### config.mk
export PLATFORM = sky130hd
export DESIGN_NAME = phypcs_mii_pcs
export DESIGN_NICKNAME = d
export VERILOG_FILES = /design/src/include/phypcs_pkg.sv /design/src/rtl/phypcs_code_rom.sv /design/src/rtl/phypcs_mii_pcs.sv
export SDC_FILE = /design/constraint.sdc
export NUM_CORES = 1
export LEC_CHECK = 0
export BUFFER_PORTS_ARGS = -buffer_cell sky130_fd_sc_hd__buf_2
export CAP_MARGIN = 20
export CORE_UTILIZATION = 40
export DETAILED_ROUTE_END_ITERATION = 8
export PLACE_DENSITY = 0.7
export SYNTH_ARGS = -nofsm -noshare
export SYNTH_HDL_FRONTEND = slang
export SYNTH_HIERARCHICAL = 1
export SYNTH_SLANG_ARGS = --single-unit
export TNS_END_PERCENT = 5
### constraint.sdc
create_clock -name clk -period 3.4 [get_ports clk]
set_input_delay 0.34 -clock clk [delete_from_list [all_inputs] [get_ports clk]]
set_output_delay 0.34 -clock clk [all_outputs]
set_load 0.01 [all_outputs]
### src/include/phypcs_pkg.sv
/*
 * Shared constants of the MII-side coding sublayer: 4B/5B code groups,
 * clock divider counts, the nibble substituted on a line error and the
 * register map of the configuration and status words.
 * Assumes a 50 MHz system clock and an Avalon-MM master of 32-bit data.
 */
package phypcs_pkg;

  // Register word addresses on the bus.
  localparam logic [1:0] CTRL_ADDR = 2'h0;
  localparam logic [1:0] STAT_ADDR = 2'h1;

  // Control word field positions.
  localparam int CTRL_SPEED100 = 0;
  localparam int CTRL_FULLDUP = 1;
  localparam int CTRL_ANEG = 2;
  localparam int CTRL_LOOPBACK = 3;
  localparam int CTRL_ECHO_DIS = 4;
  localparam int CTRL_FIBER = 5;
  localparam int CTRL_WIDTH = 6;
  localparam logic [5:0] CTRL_RESET = 6'h05;

  // Clock rates and divider half periods.
  localparam int SYS_CLK_HZ = 50000000;
  localparam int MII_FAST_HZ = 25000000;
  localparam int MII_SLOW_HZ = 2500000;
  localparam int HALF_FAST = SYS_CLK_HZ / (2 * MII_FAST_HZ);
  localparam int HALF_SLOW = SYS_CLK_HZ / (2 * MII_SLOW_HZ);

  // Code groups.
  localparam logic [4:0] CODE_J = 5'h18;
  localparam logic [4:0] CODE_K = 5'h11;
  localparam logic [4:0] CODE_T = 5'h0D;
  localparam logic [4:0] CODE_R = 5'h07;
  localparam logic [4:0] CODE_IDLE = 5'h1F;
  localparam logic [4:0] CODE_ERR = 5'h04;

  // Nibbles seen on the receive side.
  localparam logic [3:0] NIB_PREAMBLE = 4'h5;
  localparam logic [3:0] NIB_SFD_LOW = 4'hD;
  localparam logic [3:0] NIB_BAD = 4'hE;

  // Transmit encoder states.
  typedef enum logic [2:0] {
    TX_IDLE, TX_SEND_K, TX_DATA, TX_SEND_T, TX_SEND_R
  } phypcs_tx_t;

endpackage : phypcs_pkg

### src/rtl/phypcs_code_rom.sv
/*
 * Registered 4B/5B code tables: data nibble to code group, and code group
 * back to nibble with a flag for groups that carry no data.
 * Assumes one shared clock and an asynchronous active low reset.
 */
`timescale 1ns/1ps
module phypcs_code_rom (
  // Clock and reset.
  input wire logic clk,
  input wire logic arst_n,
  // Encode side.
  input wire logic [3:0] encNibble,
  output logic [4:0] encCode,
  // Decode side.
  input wire logic [4:0] decCode,
  output logic [3:0] decNibble,
  output logic decBad
);

  ////////////////////////////////////////////////////////////////////////
  // Constant tables.
  localparam logic [79:0] ENC_TABLE = {
    5'h1D, 5'h1C, 5'h1B, 5'h1A, 5'h17, 5'h16, 5'h13, 5'h12,
    5'h0F, 5'h0E, 5'h0B, 5'h0A, 5'h15, 5'h14, 5'h09, 5'h1E};

  logic [3:0] decHit;
  logic decValid;

  // Reverse lookup by a generate search over the sixteen data groups.
  logic [15:0] match;
  genvar g;
  generate
    for (g = 0; g < 16; g++) begin : gSearch
      assign match[g] = (ENC_TABLE[g*5 +: 5] == decCode);
    end
  endgenerate

  // Priority encoding of the one-hot match vector; the highest set bit wins.
  always_comb begin
    decHit = 4'h0;
    for (int i = 0; i < 16; i++) begin
      if (match[i]) begin
        decHit = 4'(i);
      end
    end
  end
  assign decValid = |match;

  ////////////////////////////////////////////////////////////////////////
  // Registered outputs.
  always_ff @(posedge clk or negedge arst_n) begin
    if (!arst_n) begin
      encCode <= 5'h1F;
      decNibble <= 4'h0;
      decBad <= 1'b0;
    end else begin
      encCode <= ENC_TABLE[encNibble*5 +: 5];
      decNibble <= decHit;
      decBad <= !decValid;
    end
  end

endmodule : phypcs_code_rom

### src/rtl/phypcs_mii_pcs.sv
/*
 * PHY side of the MII with the 100 Mbps coding sublayer: makes the MII
 * clocks, encodes transmit nibbles into framed code groups, decodes
 * receive code groups, and drives carrier sense, collision and loopback.
 * Assumes line symbols arrive one per receive clock from a serialiser
 * outside, already aligned, and that the MAC keeps to the MII timing.
 */
// Implementation choices: the address map and the Avalon-MM slave port.
`timescale 1ns/1ps
module phypcs_mii_pcs (
  // Clock and reset.
  input wire logic clk,
  input wire logic arst_n,
  // Avalon-MM slave.
  input wire logic [1:0] avsAddress,
  input wire logic avsRead,
  input wire logic avsWrite,
  input wire logic [31:0] avsWriteData,
  output logic [31:0] avsReadData,
  output logic avsWaitRequest,
  // MII transmit side.
  output logic txClk,
  input wire logic txEn,
  input wire logic txEr,
  input wire logic [3:0] txd,
  // MII receive side.
  output logic rxClk,
  output logic [3:0] rxd,
  output logic rxDv,
  output logic rxEr,
  output logic crs,
  output logic col,
  // Line side, 100 Mbps symbols.
  output logic [4:0] line_transmit_output_pair,
  output logic lineTxEnable,
  input wire logic [4:0] lineRxCode,
  input wire logic lineRxActive,
  // Line side, 10 Mbps nibbles already recovered.
  input wire logic [3:0] line10RxNibble,
  input wire logic line10RxActive,
  // Fiber signal detect.
  input wire logic fiber_signal_detect_input
);

  ////////////////////////////////////////////////////////////////////////
  // Configuration register and bus slave.
  logic [5:0] ctrl_reg;
  logic readPending_reg;
  wire selCtrl = (avsAddress == phypcs_pkg::CTRL_ADDR);
  wire selStat = (avsAddress == phypcs_pkg::STAT_ADDR);
  wire speed100 = ctrl_reg[phypcs_pkg::CTRL_SPEED100];
  wire fullDup = ctrl_reg[phypcs_pkg::CTRL_FULLDUP];
  wire anegOn = ctrl_reg[phypcs_pkg::CTRL_ANEG];
  wire loopBit = ctrl_reg[phypcs_pkg::CTRL_LOOPBACK];
  wire echoDis = ctrl_reg[phypcs_pkg::CTRL_ECHO_DIS];
  wire fiberSel = ctrl_reg[phypcs_pkg::CTRL_FIBER];

  // Writes finish at once; reads take one wait cycle for registered data.
  assign avsWaitRequest = avsRead && !readPending_reg;

  // Control register write and read pending flag.
  always_ff @(posedge clk or negedge arst_n) begin
    if (!arst_n) begin
      ctrl_reg <= phypcs_pkg::CTRL_RESET;
      readPending_reg <= 1'b0;
    end else begin
      if (avsWrite && selCtrl) begin
        ctrl_reg <= avsWriteData[5:0];
      end
      readPending_reg <= avsRead && !readPending_reg;
    end
  end

  ////////////////////////////////////////////////////////////////////////
  // Mode decode.
  // Fiber is only legal with negotiation off.
  wire fiberMode = fiberSel && !anegOn && speed100;
  wire sdSync;
  // Copper test loopback needs full duplex and no negotiation.
  wire testLoopCu = loopBit && fullDup && !anegOn && !fiberMode;
  // Fiber test loopback needs signal detect high.
  wire testLoopFx = loopBit && fiberMode && sdSync;
  wire testLoop = testLoopCu || testLoopFx;
  // Echo only at 10 Mbps half duplex with echo enabled.
  wire echoOn = !speed100 && !fullDup && !echoDis && !testLoop;

  ////////////////////////////////////////////////////////////////////////
  // Pin synchronisers for line and fiber inputs.
  logic [1:0] sdMeta_reg;
  logic [1:0] rxActMeta_reg;
  logic [1:0] rx10ActMeta_reg;
  always_ff @(posedge clk or negedge arst_n) begin
    if (!arst_n) begin
      sdMeta_reg <= 2'h0;
      rxActMeta_reg <= 2'h0;
      rx10ActMeta_reg <= 2'h0;
    end else begin
      sdMeta_reg <= {sdMeta_reg[0], fiber_signal_detect_input};
      rxActMeta_reg <= {rxActMeta_reg[0], lineRxActive};
      rx10ActMeta_reg <= {rx10ActMeta_reg[0], line10RxActive};
    end
  end
  assign sdSync = sdMeta_reg[1];
  wire rxActSync = rxActMeta_reg[1];
  wire rx10ActSync = rx10ActMeta_reg[1];

  ////////////////////////////////////////////////////////////////////////
  // MII clock divider, shared by both MII clocks.
  logic [3:0] div_reg;
  logic miiClk_reg;
  // Divider count follows the link speed.
  wire [3:0] halfCount = speed100 ? 4'(phypcs_pkg::HALF_FAST - 1)
                                  : 4'(phypcs_pkg::HALF_SLOW - 1);
  wire divWrap = (div_reg >= halfCount);
  // Rising edge of the MII clock happens on the next clock edge.
  wire miiRise = divWrap && !miiClk_reg;
  // Falling edge: outputs change here, half a period before sampling.
  wire miiFall = divWrap && miiClk_reg;

  always_ff @(posedge clk or negedge arst_n) begin
    if (!arst_n) begin
      div_reg <= 4'h0;
      miiClk_reg <= 1'b0;
    end else begin
      div_reg <= divWrap ? 4'h0 : div_reg + 4'h1;
      miiClk_reg <= divWrap ? !miiClk_reg : miiClk_reg;
    end
  end
  assign txClk = miiClk_reg;
  assign rxClk = miiClk_reg;

  ////////////////////////////////////////////////////////////////////////
  // Transmit capture on the MII rising edge.
  logic [3:0] txdCap_reg;
  logic txEnCap_reg;
  logic txErCap_reg;
  always_ff @(posedge clk or negedge arst_n) begin
    if (!arst_n) begin
      txdCap_reg <= 4'h0;
      txEnCap_reg <= 1'b0;
      txErCap_reg <= 1'b0;
    end else if (miiRise) begin
      txdCap_reg <= txd;
      txEnCap_reg <= txEn;
      txErCap_reg <= txEr;
    end
  end

  ////////////////////////////////////////////////////////////////////////
  // Code tables.  The encoder registers the pin nibble on every clock, one clock
  // before the falling edge, so the code group matches the captured transmit enable.
  logic [4:0] encCode;
  logic [3:0] decNibble;
  logic decBad;
  phypcs_code_rom uRom (
    .clk(clk),
    .arst_n(arst_n),
    .encNibble(txd),
    .encCode(encCode),
    .decCode(lineRxCode),
    .decNibble(decNibble),
    .decBad(decBad)
  );

  ////////////////////////////////////////////////////////////////////////
  // Transmit encoder. Transmit enable framing is the MAC's.
  phypcs_pkg::phypcs_tx_t txState_reg, txState_next;
  logic [4:0] txCode_reg, txCode_next;
  logic [10:0] scr_reg;
  logic txActive;

  // Next state and code group, advanced once per MII period.
  always_comb begin
    txState_next = txState_reg;
    txCode_next = txCode_reg;
    case (txState_reg)
      phypcs_pkg::TX_IDLE: begin
        txCode_next = phypcs_pkg::CODE_IDLE;
        if (txEnCap_reg) begin
          txCode_next = phypcs_pkg::CODE_J;
          txState_next = phypcs_pkg::TX_SEND_K;
        end
      end
      phypcs_pkg::TX_SEND_K: begin
        txCode_next = phypcs_pkg::CODE_K;
        txState_next = txEnCap_reg ? phypcs_pkg::TX_DATA
                                   : phypcs_pkg::TX_SEND_R;
        if (!txEnCap_reg) begin
          txCode_next = phypcs_pkg::CODE_T;
        end
      end
      phypcs_pkg::TX_DATA: begin
        if (!txEnCap_reg) begin
          txCode_next = phypcs_pkg::CODE_T;
          txState_next = phypcs_pkg::TX_SEND_R;
        end else if (txErCap_reg) begin
          txCode_next = phypcs_pkg::CODE_ERR;
        end else begin
          txCode_next = encCode;
        end
      end
      phypcs_pkg::TX_SEND_R: begin
        txCode_next = phypcs_pkg::CODE_R;
        txState_next = phypcs_pkg::TX_IDLE;
      end
      default: begin
        txCode_next = phypcs_pkg::CODE_IDLE;
        txState_next = phypcs_pkg::TX_IDLE;
      end
    endcase
  end
  assign txActive = txEnCap_reg;

  // Stream scrambler for copper, stepped with each symbol.
  wire [10:0] scrNext = {scr_reg[9:0], scr_reg[10] ^ scr_reg[8]};
  wire scrOn = speed100 && !fiberMode;
  wire [4:0] lineCode = scrOn ? (txCode_reg ^ scr_reg[4:0]) : txCode_reg;

  // State, code and scrambler registers.
  always_ff @(posedge clk or negedge arst_n) begin
    if (!arst_n) begin
      txState_reg <= phypcs_pkg::TX_IDLE;
      txCode_reg <= phypcs_pkg::CODE_IDLE;
      scr_reg <= 11'h7FF;
    end else if (miiFall) begin
      txState_reg <= txState_next;
      txCode_reg <= txCode_next;
      scr_reg <= scrNext;
    end
  end

  // Line output, silenced in test loopback.
  logic [4:0] lineOut_reg;
  always_ff @(posedge clk or negedge arst_n) begin
    if (!arst_n) begin
      lineOut_reg <= phypcs_pkg::CODE_IDLE;
    end else begin
      lineOut_reg <= lineCode;
    end
  end
  assign line_transmit_output_pair = lineOut_reg;
  assign lineTxEnable = speed100 && !testLoop;

  ////////////////////////////////////////////////////////////////////////
  // Receive path.  The descrambler steps like the transmit scrambler but is not applied to received code groups.
  logic [10:0] dscr_reg;
  logic rxInFrame_reg;
  logic [1:0] rxJk_reg;
  logic [3:0] rxd_reg;
  logic rxDv_reg;
  logic rxEr_reg;
  logic rx10Seen_reg;

  // Receive source select: loopback, echo, 100 Mbps line or 10 Mbps line.
  wire lineActive = speed100 ? rxActSync : rx10ActSync;
  wire rxLoop = testLoop || (echoOn && txActive);
  wire rxActive = rxLoop ? txActive : (lineActive && !testLoop);
  wire jkPhase = (rxJk_reg != 2'h0);
  // 10 Mbps frames start on the first D nibble.
  wire rx10Start = (line10RxNibble == phypcs_pkg::NIB_SFD_LOW);

  // Code group delayed one clock to line up with the registered decode.
  logic [4:0] rxCodeDly_reg;
  always_ff @(posedge clk or negedge arst_n) begin
    if (!arst_n) begin
      rxCodeDly_reg <= phypcs_pkg::CODE_IDLE;
    end else begin
      rxCodeDly_reg <= lineRxCode;
    end
  end
  // End delimiter groups close the frame and carry no data.
  wire rxEsd = (rxCodeDly_reg == phypcs_pkg::CODE_T)
            || (rxCodeDly_reg == phypcs_pkg::CODE_R);

  // Receive outputs change only on the falling MII edge.
  always_ff @(posedge clk or negedge arst_n) begin
    if (!arst_n) begin
      rxd_reg <= 4'h0;
      rxDv_reg <= 1'b0;
      rxEr_reg <= 1'b0;
      rxInFrame_reg <= 1'b0;
      rxJk_reg <= 2'h0;
      rx10Seen_reg <= 1'b0;
      dscr_reg <= 11'h7FF;
    end else if (miiFall) begin
      dscr_reg <= {dscr_reg[9:0], dscr_reg[10] ^ dscr_reg[8]};
      rxInFrame_reg <= rxActive;
      rxEr_reg <= 1'b0;
      if (!rxActive) begin
        rxDv_reg <= 1'b0;
        rxJk_reg <= 2'h0;
        rx10Seen_reg <= 1'b0;
      end else if (rxLoop) begin
        rxd_reg <= txdCap_reg;
        rxDv_reg <= 1'b1;
        rxEr_reg <= txErCap_reg;
      end else if (speed100) begin
        rxDv_reg <= 1'b1;
        if (!rxInFrame_reg) begin
          rxJk_reg <= 2'h1;
          rxd_reg <= phypcs_pkg::NIB_PREAMBLE;
        end else if (jkPhase) begin
          rxJk_reg <= 2'h0;
          rxd_reg <= phypcs_pkg::NIB_PREAMBLE;
        end else if (rxEsd) begin
          rxDv_reg <= 1'b0;
        end else if (decBad) begin
          rxd_reg <= phypcs_pkg::NIB_BAD;
          rxEr_reg <= 1'b1;
        end else begin
          rxd_reg <= decNibble;
        end
      end else begin
        if (rx10Start || rx10Seen_reg) begin
          rx10Seen_reg <= 1'b1;
          rxDv_reg <= 1'b1;
          rxd_reg <= line10RxNibble;
        end
      end
    end
  end
  assign rxd = rxd_reg;
  assign rxDv = rxDv_reg;
  assign rxEr = rxEr_reg;

  ////////////////////////////////////////////////////////////////////////
  // Carrier sense and collision, combinational from activity.
  wire lineRx = lineActive && !testLoop;
  assign crs = lineRx || (rxLoop && txActive)
             || (!fullDup && txEnCap_reg);
  assign col = !fullDup && !testLoop && txEnCap_reg && lineRx;

  ////////////////////////////////////////////////////////////////////////
  // Control and status read data, registered.
  always_ff @(posedge clk or negedge arst_n) begin
    if (!arst_n) begin
      avsReadData <= 32'h0;
    end else if (avsRead) begin
      if (selCtrl) begin
        avsReadData <= {26'h0, ctrl_reg};
      end else if (selStat) begin
        avsReadData <= {26'h0, testLoop, echoOn, fiberMode, col, crs,
                        txActive};
      end else begin
        avsReadData <= 32'h0;
      end
    end
  end

endmodule : phypcs_mii_pcs
* Yosys cells after proc, flatten, opt, wreduce, memory -nomap -nowiden *
Cells that the tools add are included.

storage, ports and cells
  input port bits = 56
  register bits after elaboration = 105
  word-level logic and storage cells = 171
  output and inout port bits = 49

cells by class
  reduce and logical (&&, ||, !) cells = 48
  multiply operators = 1
  $add $sub $neg = 1
  bitwise operators = 2
  $lt $le $gt $ge = 1
  mux-type cells = 60
  eq/ne operators = 32
  shifts and indexed selects = 1

operators by type and width
  kind                                                        number
  two-way mux 4 bit                                           23
  indexed part select 80 x 8 -> 5 bit (first input constant)  1
  == test 5 bit (first input constant)                        11
  == test 4 x 5 -> 1 bit (first input constant)               5
  logical AND 1 bit                                           23
  two-way mux 1 bit                                           20
  two-way mux 5 bit                                           4
  one-hot mux 5 bit (4 select lines)                          1
  OR reduction 16 bit                                         1
  two-way mux 3 bit                                           4
  two-way mux 6 bit                                           2
  AND reduction 4 bit                                         3
  two-way mux 2 bit                                           5
  != test 2 bit (second input constant)                       5
  zero test 1 bit                                             9
  one-hot mux 3 bit (3 select lines)                          1
  multiplier 4 x 3 -> 7 bit (second input constant)           1
  logical OR 1 bit                                            6
  == test 5 x 3 -> 1 bit (second input constant)              1
  == test 5 x 4 -> 1 bit (second input constant)              1
  != test 5 bit (second input constant)                       1
  XOR 5 bit                                                   1
  adder 4 x 1 -> 4 bit (second input constant)                1
  == test 4 bit (second input constant)                       1
  other kinds (15)                                            15

* Logic depth before layout (Yosys ltp) *
  word-level depth = 16
  gate-level depth with buffers = 9
  mapped depth without buffers = 7

* Hierarchy *
Netlist, hierarchy kept.

modules (own cells, without submodules)
  module           seq. area each (µm²)  cells each  area each (µm²)  times used
  phypcs_mii_pcs   1,736.7               307         3,285.7          1
  phypcs_code_rom  256.5                 39          449.2            1

* Worst setup path after synthesis *
No wires, ideal clock.

  path type = register to register
  start point = reg ctrl_reg[0]
  end point = reg rxd_reg[0] (netlist: rxd[0])
  cell stages (with the launch flop) = 9
  arrival = 2.658 ns
  data required time = 3.275 ns
  clock period less this slack = 2.783 ns
  path buffers = 2
  path slack = 0.617 ns
  cells stage by stage = dfstp_2 > buf_2 > clkbuf_1 > inv_1 > ha_1 > or4b_1 > a31oi_4 > a211oi_4 > mux2_2

between the ends
  longest elaborated chain between the ends = 10
  elaborated cells between the ends (all ways) = 24

RTL lines
  what                                                         line                                         text
  start, declared                                              phypcs_mii_pcs.sv:47                         logic [5:0] ctrl_reg;
  start signal, assigned                                       phypcs_mii_pcs.sv:64                         ctrl_reg <= phypcs_pkg::CTRL_RESET;
  start signal, assigned                                       phypcs_mii_pcs.sv:68                         ctrl_reg <= avsWriteData[5:0];
  logical AND 1 bit                                            phypcs_mii_pcs.sv:77                         wire fiberMode = fiberSel && !anegOn && speed100;
  zero test 1 bit / logical AND 1 bit (equally long branches)  phypcs_mii_pcs.sv:80, phypcs_mii_pcs.sv:82
  logical AND 1 bit, on equally long branches                  phypcs_mii_pcs.sv:80, phypcs_mii_pcs.sv:82
  logical OR 1 bit                                             phypcs_mii_pcs.sv:83                         wire testLoop = testLoopCu || testLoopFx;
  zero test 1 bit                                              phypcs_mii_pcs.sv:85, phypcs_mii_pcs.sv:257
  logical AND 1 bit                                            phypcs_mii_pcs.sv:85                         wire echoOn = !speed100 && !fullDup && !echoDis && !testLoop;
  logical AND 1 bit                                            phypcs_mii_pcs.sv:256                        wire rxLoop = testLoop || (echoOn && txActive);
  logical OR 1 bit                                             phypcs_mii_pcs.sv:256
  != test 5 bit (no line), or another cell as far along        -
  AND reduction 4 bit (no line)                                -
  end signal, assigned                                         phypcs_mii_pcs.sv:294                        rxd_reg <= txdCap_reg;
  end signal, assigned                                         phypcs_mii_pcs.sv:301                        rxd_reg <= phypcs_pkg::NIB_PREAMBLE;
  end signal, assigned                                         phypcs_mii_pcs.sv:304                        rxd_reg <= phypcs_pkg::NIB_PREAMBLE;
  end, declared                                                phypcs_mii_pcs.sv:249                        logic [3:0] rxd_reg;

Several ways; a longest one is shown, not always the timed one.
A chain may end at the register's enable or synchronous reset.

* Final worst setup path *
  start point = reg ctrl_reg[0]
  end point = reg rxd_reg[3] (netlist: rxd[3])

Same word-level chain as after synthesis.

==> run summary <==
================================================================================
Result of the run                                                   finished clean
Data required time of the worst path                                     3.63 ns
Total Negative Setup Slacks                                                 0 ns
Largest net degree at the start of global routing                             79
Top achievable clock speed                                               395 MHz
Synth Area in Adders                                                       1.01%
CTS H-Tree Depth                                                               3
Nets@finish                                                                  457
Worst hold stages                                                              1
Global-route usage over all layers                                         15.2%
Total congestion overflow                                                      0
R2r worst-path depth                                                           6
Detail Route Antenna Nets                                                      0
Fraction of final layout cells sized beyond drive strength 1               32.8%
Largest area contributor in the synthesized netlist                      dfrtp_1
Startpoint of the worst hold path                                   lineRxActive
Initial antenna violation count                                                0
Crit share post-route                                                      74.4%
Post-route DRC                                                                 0
Num CTS Buffers                                                                9
Worst reg2reg setup slack                                                0.87 ns
First-pass GRT wire length                                              11600 um
Antenna Cells                                                                  0
Gp weighted congestion                                                     0.760
Critical Setup Path Class                                             reg -> reg
Hold Vio Cnt, Final                                                            0
Peak fanout along the critical path                                           15
Number of buffers inserted by post-CTS setup repair                            0
Power density over the cells                                          737 nW/um2
Max Cap Violations                                                             0
Via density                                                                 4.91
Routed len/inst                                                          13.0 um
Storage element area                                                    1990 um2
Area contributors post-synth                                        dfrtp_1, dfstp_2, buf_4
Flip-flop and latch count after synthesis                                     78
Simple-gate portion of the synthesized area                                15.2%
Startpoint of the lowest-slack register-to-register path             ctrl_reg[0]
Count of cell types in the netlist                                            56
Number of synthesized flops with an enable pin                                 0
Number of flip-flops in the largest register                                  11
Count of endpoints failing setup in the final report                           0
Slew at the pin with the worst max-slew slack                           0.972 ns
Sink Count                                                                    78
Total number of vias                                                        2507
First-pass iteration count of the detailed router                              4
Pre-CTS setup slack                                                     0.866 ns
I/O Buffers                                                                   52
Fillers                                                                      851
Total wire length after detailed routing                                 6650 um
Area enclosed by the die boundary                                       9730 um2
Cell count after synthesis                                                   346
Clock Skews                                                           0.00937 ns
Clock insertion delay at the later pin of the skew report                0.35 ns
Crit. End Element                                                       register
Netlist area before placement                                           3730 um2
Fraction of post-synthesis cell area in the top cell type by area          30.2%
RSZ-0062 raised after global routing                                       false
Post-Syn Area per Cell                                                  10.8 um2
I/O pin count                                                                105
Worst setup SP type                                                     register
HPWL after detailed placement                                            4690 um
Multi-input combinational cell area                                     1520 um2
Endpoint of the most critical register-to-register path                   rxd[3]
Synth Area in Compound Gates                                               11.8%
Ys flop type                                                             dfrtp_1
Headroom to the max-slew limit                                             35.2%
Maximum count of clock buffers along a single path                             2
Number of global-route vias before repair                                   2415
Leak                                                                  0.00192 uW
Share of synthesized registers carrying an async set or reset               100%
CTS tree                                                                     yes
Combinational family with the most area after synthesis             simple AND/OR/NAND/NOR gates
Worst IR drop on VDD                                                    0.342 mV
Post-Synth XOR/XNOR Area                                                   3.05%
Resized Gates After CTS                                                        0
Placement row count                                                           34
Die width                                                                98.6 um
Post-synthesis sequential area ratio                                       53.4%
Core area                                                               8890 um2
End point of the worst hold path                                    rxActMeta_reg[0]
Path class of the lowest-slack min-delay path                          in -> reg
Minimum clock period                                                     2.53 ns
Slew Viols, Final                                                              0
CTS Root Cell                                                           clkbuf_8
Relative area change from synthesis to final layout                        12.7%
Portion of netlist area occupied by mux cells                              7.14%
Clock-pin transition on the worst setup and hold timing paths            0.07 ns
DRC marker count from the first detailed-route iteration                      99
Final setup slack of the worst path                                     0.870 ns
Die outline height                                                       98.6 um
Count of hold buffers inserted by post-cts repair                              0
Starting density of the core                                               42.0%
Syn. warnings                                                                  6
Data arrival time of the critical path                                   2.76 ns
================================================================================
[worst max path at each step]
stage / endpoint / from
floorplan: rxd[0] / ctrl_reg[0]
global placement: rxd[3] / ctrl_reg[0]
detailed placement: rxd[1] / ctrl_reg[0]
CTS: rxd[3] / ctrl_reg[0]
global route: rxd[3] / ctrl_reg[0]
finish: rxd[3] / ctrl_reg[0]
[cells in the final DEF, fill, tap and decap left out, types with 2 or more instances in the layout]
cell type	instances
clkbuf_8	12
dfrtp_1	45
o31ai_1	4
o21ai_0	10
buf_4	3
nor2b_1	7
mux2i_1	5
conb_1	26
dfstp_2	33
buf_2	52
o21ai_1	2
and2_1	4
inv_1	12
nor4_1	3
o211ai_1	2
ha_1	3
nand2b_1	8
o22ai_1	7
nand3_1	2
o21bai_1	3
nor2_1	23
xnor2_1	12
nor3b_1	3
a21o_1	6
nand2_1	49
nor3_1	6
a31oi_1	6
mux2_2	18
a21oi_1	6
nand3b_1	2
[layout make-up]
type,count,area share (%)
clock inverter,2,0.832
timing repair buffer,55,6.72
tap,108,3.21
sequential,78,47.4
clock buffer,14,4.61
inverter,12,1.07
multi-input combinational,242,36.2
[power by group]
| group | total (uW) | internal [uW] | switching [uW] |
|---|---|---|---|
| Combinational | 950 | 433 | 516 |
| Sequential | 1390 | 1200 | 194 |
| Clock | 764 | 443 | 321 |
| Total | 3100 | 2070 | 1030 |
[cells in the mapped netlist, types with 7 or more instances]
master    count
dfstp_2      33
nor2_1       23
nand2b_1      8
buf_4        27
inv_1        12
xnor2_1      12
o22ai_1       7
o21ai_0      10
nand2_1      49
dfrtp_1      45
clkbuf_1      7
mux2_2       18
nor2b_1       7
[critical path, cell delays in order, from the launching register on]
cell	delay (ns)
dfstp_2	0.53
inv_1	0.11
ha_1	0.31
or4b_1	0.58
a31oi_4	0.47
a211oi_4	0.10
mux2_2	0.32
[per-layer routing]
| layer | vias to the layer above | part of all wire, % | global-route usage, % |
|---|---|---|---|
| met5 | - | 0 | 0 |
| met4 | 0 | 1.4 | 5.17 |
| met3 | 12 | 5.6 | 5.11 |
| met2 | 80 | 46 | 23.9 |
| met1 | 1187 | 47 | 19.8 |
| li1 | 1228 | - | - |
[logic make-up after synthesis]
| logic type | count (synthesis) |
|---|---|
| AND/OR/NAND/NOR | 116 |
| flip-flops | 78 |
| AO/OA/AOI/OAI | 60 |
| buffers and inverters | 51 |
| multiplexers | 24 |
| XOR/XNOR | 13 |
| adder cells (fa/ha/maj) | 3 |
| other | 1 |
[metrics by stage]
stage	hold slack, ns	utilization [%]	instances	total power, uW	cell area [um2]
finish	0.0997	47.3	511	3100	4210
global route	0.0706	47.3	511	3320	4210
CTS	0.0808	47.3	511	3140	4210
detailed placement	0.341	44.8	495	2370	3980
global placement	0.340	44.8	495	2330	3980
floorplan	0.0444	-	371	2100	3830
No activity file was read; power rests on OpenSTA's default activity.
